### config.mk
export PLATFORM = sky130hd
export DESIGN_NAME = tmas_top
export DESIGN_NICKNAME = d
export VERILOG_FILES = /design/src/hw/tmas_pkg.sv /design/src/hw/tmas_top.sv
export SDC_FILE = /design/constraint.sdc
export NUM_CORES = 1
export LEC_CHECK = 0
export BUFFER_PORTS_ARGS = -buffer_cell sky130_fd_sc_hd__buf_2
export CORE_ASPECT_RATIO = 1.4
export CORE_MARGIN = 2
export CORE_UTILIZATION = 25
export CTS_BUF_LIST = sky130_fd_sc_hd__clkbuf_16
export CTS_CLUSTER_DIAMETER = 80
export DETAILED_ROUTE_END_ITERATION = 16
export PLACE_DENSITY = 0.49
export SYNTH_ARGS = -nofsm -noshare
export SYNTH_HDL_FRONTEND = slang
export SYNTH_SLANG_ARGS = --single-unit
### constraint.sdc
create_clock -name clk_sys -period 3.45 [get_ports clk_sys]
set_input_delay 0.5175 -clock clk_sys [delete_from_list [all_inputs] [get_ports clk_sys]]
set_output_delay 0.5175 -clock clk_sys [all_outputs]
set_load 0.05 [all_outputs]
### src/hw/tmas_pkg.sv
// package: register map, field positions and reset values of the timer mode / match-A status block
package tmas_pkg;
  // ----------------------------------------------------------------
  // register byte addresses
  // ----------------------------------------------------------------
  localparam logic [7:0] ADDR_MODE = 8'h00;
  localparam logic [7:0] ADDR_MATCH_A = 8'h04;
  localparam logic [7:0] ADDR_CTRL = 8'h08;
  localparam logic [7:0] ADDR_COUNT2 = 8'h0C;
  localparam logic [7:0] ADDR_GEN_A = 8'h10;
  localparam logic [7:0] ADDR_GEN_B = 8'h14;
  localparam logic [7:0] ADDR_IRQ_STAT = 8'h30;
  localparam logic [7:0] ADDR_IRQ_MASK = 8'h34;
  localparam logic [7:0] ADDR_GEN_STRIDE = 8'h0C;
  // ----------------------------------------------------------------
  // reset values and fixed bits
  // ----------------------------------------------------------------
  localparam logic [7:0] MODE_RESET = 8'h98;
  localparam logic [7:0] MODE_FIXED_ONES = 8'h98;
  localparam logic [7:0] MATCH_A_RESET = 8'h88;
  localparam logic [7:0] MATCH_A_FIXED_ONES = 8'h88;
  localparam logic [15:0] GEN_RESET = 16'hFFFF;
  localparam logic [15:0] COUNT_MAX = 16'hFFFF;
  // ----------------------------------------------------------------
  // field positions
  // ----------------------------------------------------------------
  localparam int MODE_QUAD_BIT = 6;
  localparam int MODE_OVF_COND_BIT = 5;
  localparam int MATCH_A_EN_LSB = 4;
  localparam int CTRL_CAPTURE_LSB = 0;
  localparam int CTRL_INIT_LSB = 4;
  localparam int IRQ_OVF_BIT = 3;
  localparam logic [1:0] AXI_OKAY = 2'b00;
  localparam logic [1:0] AXI_SLVERR = 2'b10;
endpackage : tmas_pkg

### src/hw/tmas_top.sv
// module: three-channel timer mode select, channel 2 quadrature count, match-A flags, AXI4-Lite slave
//
// Implementation choices: register access over AXI4-Lite and the register addresses.
`timescale 1ns/100ps
// Overview of operation
// mode register loads 0x98 on reset or standby entry.
// mode bits 7, 4, 3 ignore writes and read as one.
// mode bit 6 selects channel 2 quadrature counting, reset zero.
// quadrature mode counts channel 2 up/down on both edges of both inputs.
// down on A rise/B low etc.; up for opposite pairings.
// in quadrature mode the edge and prescale selections of channel 2 are ignored.
// clear selection, compare, capture and interrupts keep working in quadrature mode; the code has no counter clear selection at all.
// mode bit 5: zero flags overflow or underflow, one flags overflow only.
// mode bits 2..0 put channels 2..0 into PWM mode, reset zero.
// PWM output goes high on match A, low on match B.
// match-A status register loads 0x88 on reset or standby entry.
// match-A status bits 7 and 3 ignore writes and read as one.
// bits 6..4 enable channel A interrupts; irq while flag and enable both set.
// bits 2..0 flag counter equals general A in compare mode.
// flag also sets on input capture into general A.
// software clears a flag by reading it as one then writing zero.
// writing one, or zero without prior read of one, leaves flag unchanged.
module tmas_top #(
  parameter int NCHAN = 3
) (
  input wire logic clk_sys,
  input wire logic rst,
  input wire logic standby,
  input wire logic quad_input_a,
  input wire logic quad_input_b,
  input wire logic [NCHAN-1:0] count_tick,
  input wire logic [NCHAN-1:0] capture_in,
  input wire logic [31:0] s_axi_awaddr,
  input wire logic s_axi_awvalid,
  output logic s_axi_awready,
  input wire logic [31:0] s_axi_wdata,
  input wire logic [3:0] s_axi_wstrb,
  input wire logic s_axi_wvalid,
  output logic s_axi_wready,
  output logic [1:0] s_axi_bresp,
  output logic s_axi_bvalid,
  input wire logic s_axi_bready,
  input wire logic [31:0] s_axi_araddr,
  input wire logic s_axi_arvalid,
  output logic s_axi_arready,
  output logic [31:0] s_axi_rdata,
  output logic [1:0] s_axi_rresp,
  output logic s_axi_rvalid,
  input wire logic s_axi_rready,
  output logic [NCHAN-1:0] pwm_out_pin,
  output logic [NCHAN-1:0] match_a_irq,
  output logic irq
);
  // ----------------------------------------------------------------
  // state
  // ----------------------------------------------------------------
  logic [7:0] mode_reg;
  logic [NCHAN-1:0] a_en_reg;
  logic [NCHAN-1:0] a_flag_reg;
  logic [NCHAN-1:0] a_armed_reg;
  logic [NCHAN-1:0] capture_mode_reg;
  logic [NCHAN-1:0] out_init_reg;
  logic [15:0] count_reg [NCHAN];
  logic [15:0] gen_a_reg [NCHAN];
  logic [15:0] gen_b_reg [NCHAN];
  logic [NCHAN-1:0] pwm_reg;
  logic [3:0] irq_stat_reg;
  logic [3:0] irq_mask_reg;
  logic standby_d_reg;
  logic [2:0] qa_sync_reg;
  logic [2:0] qb_sync_reg;
  logic [NCHAN-1:0] cap_d_reg;
  logic aw_full_reg;
  logic w_full_reg;
  logic [31:0] awaddr_reg;
  logic [31:0] wdata_reg;
  logic [3:0] wstrb_reg;
  logic bvalid_reg;
  logic [1:0] bresp_reg;
  logic rvalid_reg;
  logic [31:0] rdata_reg;
  logic [1:0] rresp_reg;
  logic irq_reg;
  logic [NCHAN-1:0] match_a_irq_reg;
  // standby entry acts as a reset of the two status/mode registers
  logic soft_init;
  assign soft_init = rst | (standby & ~standby_d_reg);
  // ----------------------------------------------------------------
  // bus decode
  // ----------------------------------------------------------------
  logic wr_fire;
  logic rd_fire;
  logic [7:0] wa;
  logic [7:0] ra;
  logic wr_mode;
  logic wr_match;
  logic [NCHAN-1:0] wr_gen_a;
  logic [NCHAN-1:0] wr_gen_b;
  logic [NCHAN-1:0] wr_count;
  assign wr_fire = aw_full_reg & w_full_reg & ~bvalid_reg;
  assign rd_fire = s_axi_arvalid & ~rvalid_reg;
  assign wa = awaddr_reg[7:0];
  assign ra = s_axi_araddr[7:0];
  assign wr_mode = wr_fire & (wa == tmas_pkg::ADDR_MODE) & wstrb_reg[0];
  assign wr_match = wr_fire & (wa == tmas_pkg::ADDR_MATCH_A) & wstrb_reg[0];
  // ----------------------------------------------------------------
  // quadrature input synchronisers and edge decode
  // ----------------------------------------------------------------
  always_ff @(posedge clk_sys) begin
    if (rst) begin
      qa_sync_reg <= 3'h0;
      qb_sync_reg <= 3'h0;
    end else begin
      qa_sync_reg <= {qa_sync_reg[1:0], quad_input_a};
      qb_sync_reg <= {qb_sync_reg[1:0], quad_input_b};
    end
  end
  // stage 1 vs 2 comparison marks a settled change; stage 0 is never looked at
  logic a_rise, a_fall, b_rise, b_fall, a_lvl, b_lvl;
  assign a_rise = qa_sync_reg[1] & ~qa_sync_reg[2];
  assign a_fall = ~qa_sync_reg[1] & qa_sync_reg[2];
  assign b_rise = qb_sync_reg[1] & ~qb_sync_reg[2];
  assign b_fall = ~qb_sync_reg[1] & qb_sync_reg[2];
  assign a_lvl = qa_sync_reg[2];
  assign b_lvl = qb_sync_reg[2];
  logic q_down, q_up;
  assign q_down = (a_rise & ~b_lvl) | (b_rise & a_lvl) | (a_fall & b_lvl) | (b_fall & ~a_lvl);
  assign q_up = (a_rise & b_lvl) | (b_rise & ~a_lvl) | (a_fall & ~b_lvl) | (b_fall & a_lvl);
  logic quad_mode;
  assign quad_mode = mode_reg[tmas_pkg::MODE_QUAD_BIT];
  // ----------------------------------------------------------------
  // per channel counter, compare, capture, PWM and match-A flag
  // ----------------------------------------------------------------
  logic [NCHAN-1:0] match_a_ev;
  logic ch2_ovf, ch2_unf;
  genvar g;
  generate
    for (g = 0; g < NCHAN; g++) begin : g_chan
      logic up, down, match_a, match_b, cap_ev, clr_req, set_req;
      assign wr_count[g] = wr_fire & (wa == tmas_pkg::ADDR_COUNT2 + 8'(g) * tmas_pkg::ADDR_GEN_STRIDE)
                           & (g == NCHAN - 1);
      assign wr_gen_a[g] = wr_fire & (wa == tmas_pkg::ADDR_GEN_A + 8'(g) * tmas_pkg::ADDR_GEN_STRIDE);
      assign wr_gen_b[g] = wr_fire & (wa == tmas_pkg::ADDR_GEN_B + 8'(g) * tmas_pkg::ADDR_GEN_STRIDE);
      // quadrature takes over the tick source of the last channel only
      assign up = (g == NCHAN - 1 && quad_mode) ? q_up : count_tick[g];
      assign down = (g == NCHAN - 1 && quad_mode) ? q_down : 1'b0;
      assign match_a = ~capture_mode_reg[g] & (count_reg[g] == gen_a_reg[g]) & (up | down);
      assign match_b = count_reg[g] == gen_b_reg[g] & (up | down);
      assign cap_ev = capture_mode_reg[g] & capture_in[g] & ~cap_d_reg[g];
      assign match_a_ev[g] = match_a | cap_ev;
      assign clr_req = wr_match & ~wdata_reg[g] & a_armed_reg[g];
      assign set_req = match_a_ev[g];
      always_ff @(posedge clk_sys) begin
        if (rst) begin
          count_reg[g] <= 16'h0000;
        end else if (wr_count[g]) begin
          count_reg[g] <= wdata_reg[15:0];
        end else if (up) begin
          count_reg[g] <= count_reg[g] + 16'h0001;
        end else if (down) begin
          count_reg[g] <= count_reg[g] - 16'h0001;
        end
      end

      always_ff @(posedge clk_sys) begin
        if (rst) begin
          gen_a_reg[g] <= tmas_pkg::GEN_RESET;
        end else if (cap_ev) begin
          gen_a_reg[g] <= count_reg[g];
        end else if (wr_gen_a[g]) begin
          gen_a_reg[g] <= wdata_reg[15:0];
        end
      end

      always_ff @(posedge clk_sys) begin
        if (rst) begin
          gen_b_reg[g] <= tmas_pkg::GEN_RESET;
        end else if (wr_gen_b[g]) begin
          gen_b_reg[g] <= wdata_reg[15:0];
        end
      end

      always_ff @(posedge clk_sys) begin
        if (rst) begin
          pwm_reg[g] <= 1'b0;
        end else if (~mode_reg[g]) begin
          pwm_reg[g] <= out_init_reg[g];
        end else if (match_a) begin
          pwm_reg[g] <= 1'b1;
        end else if (match_b) begin
          pwm_reg[g] <= 1'b0;
        end
      end

      // set beats clear; clear needs a prior read that saw the flag high
      always_ff @(posedge clk_sys) begin
        if (soft_init) begin
          a_flag_reg[g] <= 1'b0;
          a_armed_reg[g] <= 1'b0;
        end else begin
          if (set_req) begin
            a_flag_reg[g] <= 1'b1;
          end else if (clr_req) begin
            a_flag_reg[g] <= 1'b0;
          end
          if (rd_fire && ra == tmas_pkg::ADDR_MATCH_A && a_flag_reg[g]) begin
            a_armed_reg[g] <= 1'b1;
          end else if (wr_match || ~a_flag_reg[g]) begin
            a_armed_reg[g] <= 1'b0;
          end
        end
      end

      always_ff @(posedge clk_sys) begin
        if (rst) begin
          match_a_irq_reg[g] <= 1'b0;
        end else begin
          match_a_irq_reg[g] <= a_flag_reg[g] & a_en_reg[g];
        end
      end
    end
  endgenerate
  assign ch2_ovf = g_chan[NCHAN-1].up & (count_reg[NCHAN-1] == tmas_pkg::COUNT_MAX);
  assign ch2_unf = g_chan[NCHAN-1].down & (count_reg[NCHAN-1] == 16'h0000);
  // ----------------------------------------------------------------
  // mode register and enables
  // ----------------------------------------------------------------
  always_ff @(posedge clk_sys) begin
    if (soft_init) begin
      mode_reg <= tmas_pkg::MODE_RESET;
    end else if (wr_mode) begin
      mode_reg <= wdata_reg[7:0] | tmas_pkg::MODE_FIXED_ONES;
    end
  end
  always_ff @(posedge clk_sys) begin
    if (soft_init) begin
      a_en_reg <= '0;
    end else if (wr_match) begin
      a_en_reg <= wdata_reg[tmas_pkg::MATCH_A_EN_LSB +: NCHAN];
    end
  end
  always_ff @(posedge clk_sys) begin
    if (rst) begin
      capture_mode_reg <= '0;
      out_init_reg <= '0;
      standby_d_reg <= 1'b0;
      cap_d_reg <= '0;
    end else begin
      standby_d_reg <= standby;
      cap_d_reg <= capture_in;
      if (wr_fire && wa == tmas_pkg::ADDR_CTRL && wstrb_reg[0]) begin
        capture_mode_reg <= wdata_reg[tmas_pkg::CTRL_CAPTURE_LSB +: NCHAN];
        out_init_reg <= wdata_reg[tmas_pkg::CTRL_INIT_LSB +: NCHAN];
      end
    end
  end

  // ----------------------------------------------------------------
  // sticky event status, mask and interrupt line
  // ----------------------------------------------------------------
  logic [3:0] ev_vec;
  logic [3:0] w1c;
  assign ev_vec = {ch2_ovf | (ch2_unf & ~mode_reg[tmas_pkg::MODE_OVF_COND_BIT]), match_a_ev};
  assign w1c = (wr_fire && wa == tmas_pkg::ADDR_IRQ_STAT) ? wdata_reg[3:0] : 4'h0;
  always_ff @(posedge clk_sys) begin
    if (rst) begin
      irq_stat_reg <= 4'h0;
      irq_mask_reg <= 4'h0;
      irq_reg <= 1'b0;
    end else begin
      irq_stat_reg <= ev_vec | (irq_stat_reg & ~w1c);
      if (wr_fire && wa == tmas_pkg::ADDR_IRQ_MASK) begin
        irq_mask_reg <= wdata_reg[3:0];
      end
      irq_reg <= |(irq_stat_reg & irq_mask_reg);
    end
  end
  // ----------------------------------------------------------------
  // AXI4-Lite write path
  // ----------------------------------------------------------------
  always_ff @(posedge clk_sys) begin
    if (rst) begin
      aw_full_reg <= 1'b0;
      w_full_reg <= 1'b0;
      awaddr_reg <= 32'h0;
      wdata_reg <= 32'h0;
      wstrb_reg <= 4'h0;
      bvalid_reg <= 1'b0;
      bresp_reg <= tmas_pkg::AXI_OKAY;
    end else begin
      if (s_axi_awvalid && !aw_full_reg) begin
        aw_full_reg <= 1'b1;
        awaddr_reg <= s_axi_awaddr;
      end
      if (s_axi_wvalid && !w_full_reg) begin
        w_full_reg <= 1'b1;
        wdata_reg <= s_axi_wdata;
        wstrb_reg <= s_axi_wstrb;
      end
      if (wr_fire) begin
        aw_full_reg <= 1'b0;
        w_full_reg <= 1'b0;
        bvalid_reg <= 1'b1;
        bresp_reg <= (wa > tmas_pkg::ADDR_IRQ_MASK || wa[1:0] != 2'b00) ? tmas_pkg::AXI_SLVERR
                                                                       : tmas_pkg::AXI_OKAY;
      end else if (bvalid_reg && s_axi_bready) begin
        bvalid_reg <= 1'b0;
      end
    end
  end
  // ----------------------------------------------------------------
  // AXI4-Lite read path
  // ----------------------------------------------------------------
  logic [31:0] rd_val;
  logic rd_ok;
  always_comb begin
    rd_val = 32'h0;
    rd_ok = 1'b1;
    case (ra)
      tmas_pkg::ADDR_MODE: rd_val = {24'h0, mode_reg | tmas_pkg::MODE_FIXED_ONES};
      tmas_pkg::ADDR_MATCH_A: rd_val = {24'h0, tmas_pkg::MATCH_A_FIXED_ONES | 8'({a_en_reg, 1'b0, a_flag_reg})};
      tmas_pkg::ADDR_CTRL: rd_val = {24'h0, 1'b0, out_init_reg, 1'b0, capture_mode_reg};
      tmas_pkg::ADDR_IRQ_STAT: rd_val = {28'h0, irq_stat_reg};
      tmas_pkg::ADDR_IRQ_MASK: rd_val = {28'h0, irq_mask_reg};
      default: begin
        rd_ok = 1'b0;
        for (int i = 0; i < NCHAN; i++) begin
          if (ra == tmas_pkg::ADDR_COUNT2 + 8'(i) * tmas_pkg::ADDR_GEN_STRIDE) begin
            rd_val = {16'h0, count_reg[i]};
            rd_ok = 1'b1;
          end
          if (ra == tmas_pkg::ADDR_GEN_A + 8'(i) * tmas_pkg::ADDR_GEN_STRIDE) begin
            rd_val = {16'h0, gen_a_reg[i]};
            rd_ok = 1'b1;
          end
          if (ra == tmas_pkg::ADDR_GEN_B + 8'(i) * tmas_pkg::ADDR_GEN_STRIDE) begin
            rd_val = {16'h0, gen_b_reg[i]};
            rd_ok = 1'b1;
          end
        end
      end
    endcase
  end

  always_ff @(posedge clk_sys) begin
    if (rst) begin
      rvalid_reg <= 1'b0;
      rdata_reg <= 32'h0;
      rresp_reg <= tmas_pkg::AXI_OKAY;
    end else if (rd_fire) begin
      rvalid_reg <= 1'b1;
      rdata_reg <= rd_ok ? rd_val : 32'h0;
      rresp_reg <= rd_ok ? tmas_pkg::AXI_OKAY : tmas_pkg::AXI_SLVERR;
    end else if (rvalid_reg && s_axi_rready) begin
      rvalid_reg <= 1'b0;
    end
  end
  assign s_axi_awready = ~aw_full_reg;
  assign s_axi_wready = ~w_full_reg;
  assign s_axi_bvalid = bvalid_reg;
  assign s_axi_bresp = bresp_reg;
  assign s_axi_arready = ~rvalid_reg;
  assign s_axi_rvalid = rvalid_reg;
  assign s_axi_rdata = rdata_reg;
  assign s_axi_rresp = rresp_reg;
  assign pwm_out_pin = pwm_reg;
  assign match_a_irq = match_a_irq_reg;
  assign irq = irq_reg;
endmodule : tmas_top

# == Word-level counts from Yosys, hierarchy flattened ==
# Memory sizes are Yosys's and may differ from the RTL's.
# Cells that the tools add are included.
# totals
reg_bits,110
n_memories,3
ramBits,144
output_inout_bits,48
word_cells,329
# mem_list
name,depth,width,read_ports,rd_ports_with_merged_regs,wr,line,text
count_reg,3,16,3,0,3,tmas_top.sv:63,logic [15:0] count_reg [NCHAN];
gen_a_reg,3,16,3,0,3,tmas_top.sv:64,logic [15:0] gen_a_reg [NCHAN];
gen_b_reg,3,16,3,0,3,tmas_top.sv:65,logic [15:0] gen_b_reg [NCHAN];
# classes
bitwise_logic,106
n_lt_le_gt_ge,1
mux,115
n_reduce_logical,33
eq_ne,34
addsub,4
# op_table
operator,count
$mux W32,9
$mux W16,15
$pmux W32 S5,1
$eq A16 B16 Y1,6
$eq A8 B6 Y1 const B,12
$mux W1,87
$eq A8 B5 Y1 const B,7
$and A1 B1 Y1,54
$add A16 B1 Y16 const B,3
$or A1 B1 Y1,26
$eq A8 B4 Y1 const B,3
$not A1 Y1,22
$reduce_bool A2 Y1,9
$eq A16 B16 Y1 const B,1
$eq A8 B3 Y1 const B,2
$logic_not A16 Y1,1
$logic_not A8 Y1,2
$sub A16 B1 Y16 const B,1
$logic_and A1 B1 Y1,12
$ne A3 B1 Y1 const B,3
$and A4 B4 Y4,2
$gt A8 B6 Y1 const B,1
$reduce_or A5 Y1,1
$logic_or A1 B1 Y1,4
other kinds (7),9

# == Depth between registers and ports, before layout ==
# Gate-level depths: netlist of the first run.
# depth
ltp_word,13
mapped_depth,9

# == Worst setup path before layout of the first run ==
# No wires, ideal clock.
# synth_timing
path_kind,register to register
startpoint,reg awaddr_reg[3]
endpoint,mem gen_b_reg[0][0] (enable)
t_arrival_ns,2.787
path_slack_ns,0.227
period_less_slack_ns,3.223
stages_incl_launch_ff,5
required_time_ns,3.015
cell_sequence,dfxtp_1 buf_2 or4b_1 clkbuf_1 o41ai_1
# synth_rtl
element,line,text
from (decl),tmas_top.sv:75,logic [31:0] awaddr_reg;
from (signal assigned),tmas_top.sv:293,awaddr_reg <= s_axi_awaddr;
to (decl),tmas_top.sv:65,

==> results of run 1 <==
==> final timing paths <==
check | depth (start not counted) | end | slack, ps
worst min register to register | 1 | qb_sync_reg[1] | 440
worst max register to register | 5 | count_reg[2][6] | 500
worst max-delay path | 5 | count_reg[2][6] | 500
worst min-delay path | 2 | qa_sync_reg[0] | 190
==> cell families after synthesis <==
group,count (synthesis),synth area share [%]
muxes,46,3.738
adders and majority gates,5,0.4604
and+or+nand+nor,511,19.83
other,1,0.02760
DFF,236,45.37
AOI/OAI and AO/OA,310,16.23
xor gates and xnor gates,141,9.088
buffers and inverters,166,5.248
==> per-stage QoR <==
stage | setup slack [ps] | power [mW] | util (%)
6_report | 501.2 | 6.980 | 28.90
5_1_grt | 361.0 | 7.192 | 28.89
4_1_cts | 522.4 | 7.033 | 28.89
3_5_place_dp | 550.2 | 4.002 | 27.21
3_3_place_gp | 593.7 | 3.998 | 27.21
2_1_floorplan | 227.1 | 3.713 | -
==> Yosys cell counts (all sizes together) (7+ instances only) <==
library cell and instances:
edfxtp 144, nand2 115, nor2 104, clkbuf 101
xor2 94, dfxtp 92, a21oi 64, nand2b 63
o21ai 53, o22a 48, xnor2 47, buf 46
nand3 40, mux2i 35, nor4 31, nor3 29
nand4 27, nor2b 21, and3 18, inv 18
o22ai 15, a22oi 14, a31oi 11, o221ai 10
a22o 9, or2 9, or3 9, a222oi 8
a311oi 8, and4 8, mux2 8, nor4b 8
a211oi 7, o21a 7, o31ai 7
==> power by group through the flow <==
stage               combinational, mW  clock, mW  sequential, mW
finish                          0.693       3.03            3.26
global route                    0.746       3.18            3.27
CTS                             0.688       3.09            3.25
detailed placement              0.686          0            3.32
global placement                0.685          0            3.31
floorplan                       0.552          0            3.16
==> metal layers <==
layer / vias up / part of all wire, %
met5: - / 0
met1: 5623 / 39
li1: 5211 / -
met4: 0 / 5.8
met2: 428 / 49
met3: 104 / 5.8
==> cell usage in the layout (no fill, tap or decap), types with 21 or more instances in the layout <==
master     Yosys  final
a21oi_1       64     64
buf_4         18     49
nor2_1       102    102
xnor2_1       47     47
inv_1         18     21
o21ai_0       53     52
nand2b_1      63     63
mux2i_1       35     35
nand4_1       27     27
nor3_1        28     27
xor2_1        94     94
nor4_1        30     30
o22a_1        48     48
nor2b_1       21     21
edfxtp_1     144    144
nand2_1      115    115
dfxtp_1       92     92
clkbuf_16      0     27
nand3_1       40     40
buf_2         12     78
==> cell type report <==
class	instances	area, um^2	area share, %
repair buffers	127	758.2	4.863
inverters	19	71.32	0.4574
flip-flops and latches	236	6166	39.54
well taps	721	902.1	5.786
clock inverters	22	230.2	1.476
multi-input cells	1031	6787	43.52
clock buffers	27	675.6	4.333
diodes	1	2.502	0.01605
==> run_results.csv, run 1 <==
group,metric,value,unit
worst_setup_path,crit_path_top_delay_cell,"or4b_1",
synth,ys_seq_elements,236,
layout,nFillCells,5763,
status,outcome,"completed",
routing,firstDrtPassIters,5,
clock_network,cts_made_buffers,27,
clock_network,path_clk_slew,60,ps
clock_network,htreeDepth,1,
routing,drc,0,
floorplanning,start_util,25.18,%
synth,avgSynthCellArea,9.597,um^2
clock_network,insertion_delay,560,ps
worst_setup_path,critPathBufInv,0,
worst_setup_path,max_stage_delay,660,ps
worst_setup_path,arrival,3310,ps
power,intPower,5.084,mW
worst_setup_path,required,3810,ps
placement,post_dp_cell_area,14680,um^2
power,sequentialPowerShare,46.7,%
placement,gp_congestion,0.9246,
worst_setup_path,timing.rr.start,"awaddr_reg[5]",
floorplanning,die-height,279.9,um
layout,syn_to_final_growth,14.74,%
power,p_sw_share,27.16,%
placement,placed_cells,2134,
grt,antenna_found_initial,1,
routing,post_drt_wl_per_cell,23.81,um
worst_setup_path,crit_type,"flop to flop",
grt,grt_use_met1,21.36,%
grt,grt_usage,18.21,%
routing,final_antenna_net_count,0,
synth,synth_cells,1416,
placement,dpl.hpwl,38460,um
min_path,min-delay-start,"quad_input_a",
layout,fin_area,15590,um^2
grt,grt_max_degree,35,
synth,synthFlopType,"edfxtp_1",
timing,maxSlewViolCount,0,
synth,yosysTopAreaCell,"edfxtp_1",
floorplanning,core,53960,um^2
synth,synth_async_sr_flop_share,0,%
timing,tightest_slew,1045,ps
clock_network,cts-root-buf,"clkbuf_16",
timing,finalSetupViolations,0,
timing,slew_headroom,30.04,%
power,p_comb_share,9.9,%
synth,synth_edf_count,144,
clock_network,clkSinkCount,236,
timing,hold_viol_final,0,
grt,grt_pass1_vias,11490,
grt,met3_usage,2.257,%
clock_network,cts_buffer_depth,3,
floorplanning,boundaryPins,164,
synth,synth_top_area_share,31.82,%
layout,drive_gt1_share,13.95,%
placement,io_buffers,78,
synth,yosysUniqueCellTypes,79,
routing,first_iter_violations,993,
timing,rsz0062_at_grt,"no",
synth,ys_top_cells_by_area,"edfxtp_1 (32%), dfxtp_1 (14%), xor2_1 (6.1%)",
clock_network,cts_setup_buffers,0,
clock_network,hold_buffers,0,
worst_setup_path,crit_family,"compound AO/OA/AOI/OAI gates",
power,p_clk_share,43.4,%
synth,ys.warnings.count,0,
floorplanning,rows,101,
layout,final_nets,1563,
worst_setup_path,crit_chain,"or4b_1 > o31ai_4 > nor2_1 > a221o_1 > a221oi_1",
timing,setup_tns,0,ps
power,power.net_switching,1.896,mW
timing,whs,191.5,ps
worst_setup_path,start_kind,"flop",
timing,period_share,85.47,%
timing,fmax,339.1,MHz
grt,top_usage_layer,"met2",
layout,finalNonFillerCells,2184,
power,leakage,4.888,nW
worst_setup_path,cp-end-kind,"flop",
grt,grt_pass1_wl,76540,um
synth,syn_area,13590,um^2
floorplanning,die_w,201.0,um
worst_setup_path,cp_max_fo,14,
floorplanning,dieArea,56260,um^2
synth,yosysSeqAreaShare,45.37,%
grt,grt.overflow.total,0,
grt,use_met2,32.19,%
timing,min_period,2949,ps
clock_network,cts_resized,0,
routing,routed_wirelength,52010,um
worst_setup_path,worstSetupStartpoint,"awaddr_reg[5]",
power,p_per_area,447.6,nW/um^2
routing,vias,11370,
timing,fin_worst_skew,19.79,ps
routing,drt-vias-per-instance,5.204,
clock_network,cts_tree,"built",
min_path,hold_path_class,"input pin to flop",
power,ir_worst_vdd,0.0003245,V
job,cap_violations,0,
Power figures use the tool's default switching activity.
==> run 2: changes to the inputs <==
--- a/config.mk
+++ b/config.mk
@@ -12,7 +12,9 @@
 export CTS_BUF_LIST = sky130_fd_sc_hd__clkbuf_16
 export CTS_CLUSTER_DIAMETER = 80
 export DETAILED_ROUTE_END_ITERATION = 16
+export GPL_TIMING_DRIVEN = 0
 export PLACE_DENSITY = 0.49
+export SKIP_CTS_REPAIR_TIMING = 1
 export SYNTH_ARGS = -nofsm -noshare
 export SYNTH_HDL_FRONTEND = slang
 export SYNTH_SLANG_ARGS = --single-unit
==> run 2 against run 1 <==
  * Count of clock-buffer cells in the layout shrank 1
  * Clock skew up 12 ps
  * First-iteration DRC count rose by 4.0%
  * Sequential share of layout area shrank 0.57 points
  * Worst hold slack got worse by 25 ps
  * Critical endpoint is now s_axi_rdata[14]
  * Largest power group unchanged
==> run_results.csv, run 2 (synthesis results as in run 1) <==
group,metric,value,unit
routing,routed_wirelength,57910,um
power,p_per_area,426.9,nW/um^2
worst_setup_path,crit_type,"input pin to flop",
floorplanning,rows,101,
job,cap_violations,0,
grt,grt_usage,20.18,%
timing,fin_worst_skew,31.97,ps
worst_setup_path,max_stage_delay,760,ps
worst_setup_path,start_kind,"input pin",
grt,grt_pass1_wl,83630,um
placement,dpl.hpwl,44280,um
routing,drt-vias-per-instance,5.257,
worst_setup_path,required,3940,ps
timing,fmax,298.2,MHz
floorplanning,boundaryPins,164,
floorplanning,die_w,201.0,um
worst_setup_path,cp-end-kind,"flop",
worst_setup_path,crit_path_top_delay_cell,"nor4_1",
clock_network,clkSinkCount,236,
layout,nFillCells,5775,
worst_setup_path,critPathBufInv,4,
routing,post_drt_wl_per_cell,25.36,um
grt,antenna_found_initial,1,
clock_network,cts-root-buf,"clkbuf_16",
worst_setup_path,cp_max_fo,10,
floorplanning,start_util,25.18,%
worst_setup_path,arrival,3850,ps
timing,finalSetupViolations,0,
clock_network,cts_tree,"built",
routing,first_iter_violations,1033,
worst_setup_path,r2r_slack,240,ps
routing,drc,0,
placement,gp_congestion,0.9677,
grt,grt_pass1_vias,12090,
floorplanning,dieArea,56260,um^2
grt,grt_max_degree,17,
layout,drive_gt1_share,12.04,%
routing,firstDrtPassIters,6,
timing,tightest_slew,1361,ps
layout,fin_util,29.32,%
timing,period_share,97.20,%
layout,syn_to_final_growth,16.42,%
layout,finalNonFillerCells,2283,
layout,antenna_cells,0,
timing,maxSlewViolCount,0,
routing,final_antenna_net_count,0,
clock_network,cts_buffer_depth,3,
clock_network,insertion_delay,570,ps
power,leakage,4.946,nW
clock_network,htreeDepth,1,
layout,final_nets,1663,
routing,vias,12000,
timing,min_period,3353,ps
worst_setup_path,cpMostUsedCell,"clkbuf_1",
timing,setup_tns,0,ps
timing,slew_headroom,8.425,%
worst_setup_path,crit_family,"buffers and inverters",
timing,rsz0062_at_grt,"no",
grt,grt.overflow.total,0,
floorplanning,core,53960,um^2
power,ir_worst_vdd,0.0004203,V
layout,layout_common_cells,"edfxtp_1 (144), nand2_1 (115), nor2_1 (102)",
clock_network,path_clk_slew,60,ps
status,outcome,"completed",
floorplanning,die-height,279.9,um
timing,hold_viol_final,0,
worst_setup_path,crit_chain,"buf_2 > clkbuf_1 > clkbuf_1 > buf_1 > o211ai_1 > nor4_1 > o221ai_1 > a21oi_1",
min_path,hold_path_class,"input pin to flop",
layout,layout_commonest_cell,"edfxtp_1",
clock_network,cts_made_buffers,26,
placement,io_buffers,75,
placement,placed_cells,2235,
run 2: per-layer routing:
metal / routed length, um / GRT usage, % / vias up
met2: 28510 / 35.70 / 519
met5: 0 / 0 / -
met4: 3745 / 11.89 / 0
met1: 22390 / 23.75 / 5923
li1: - / - / 5412
met3: 3266 / 1.885 / 147
run 2: through the flow:
stage                     instance area (um^2)  power [mW]  hold slack [ps]  worst slack (ps)
after floorplan                          13650       3.713            413.8             227.1
after global placement                   14930       4.053            424.2            -833.6
after detailed placement                 15000       4.063            424.7            -390.3
after CTS                                15820       6.779            151.6            -7.820
after global routing                     15820       6.963            178.7             75.54
final                                    15820       6.753            166.9             96.66
run 2: worst paths after layout:
path                             from              end  depth (start not counted)
setup / recovery      s_axi_araddr[3]  s_axi_rdata[14]                          8
hold / removal           quad_input_a   qa_sync_reg[0]                          2
setup reg to reg  capture_mode_reg[1]  gen_a_reg[1][0]                          5
hold reg to reg        qb_sync_reg[0]   qb_sync_reg[1]                          1
run 2: cell type report:
type,count,area (um^2),area share (%)
Multi-Input combinational cell,1031,6803,43.00
Sequential cell,236,6166,38.97
Tap cell,721,902.1,5.702
Clock buffer,26,650.6,4.113
Buffer,147,641.9,4.057
Timing Repair Buffer,81,425.4,2.689
Clock inverter,22,160.2,1.012
Inverter,19,71.32,0.4508
run 2: where the power goes:
| group | total (mW) | switching [mW] | internal (mW) |
|---|---|---|---|
| registers | 3.14 | 0.0809 | 3.05 |
| logic | 0.880 | 0.625 | 0.256 |
| clock network | 2.74 | 1.22 | 1.52 |
run 2: worst register-to-register path: stages, from the launching register on:
cell and delay, ps:
dfxtp_1 610, nand3b_1 400, and3_1 320, nand3_1 400, clkbuf_1 520, nand3_2 490
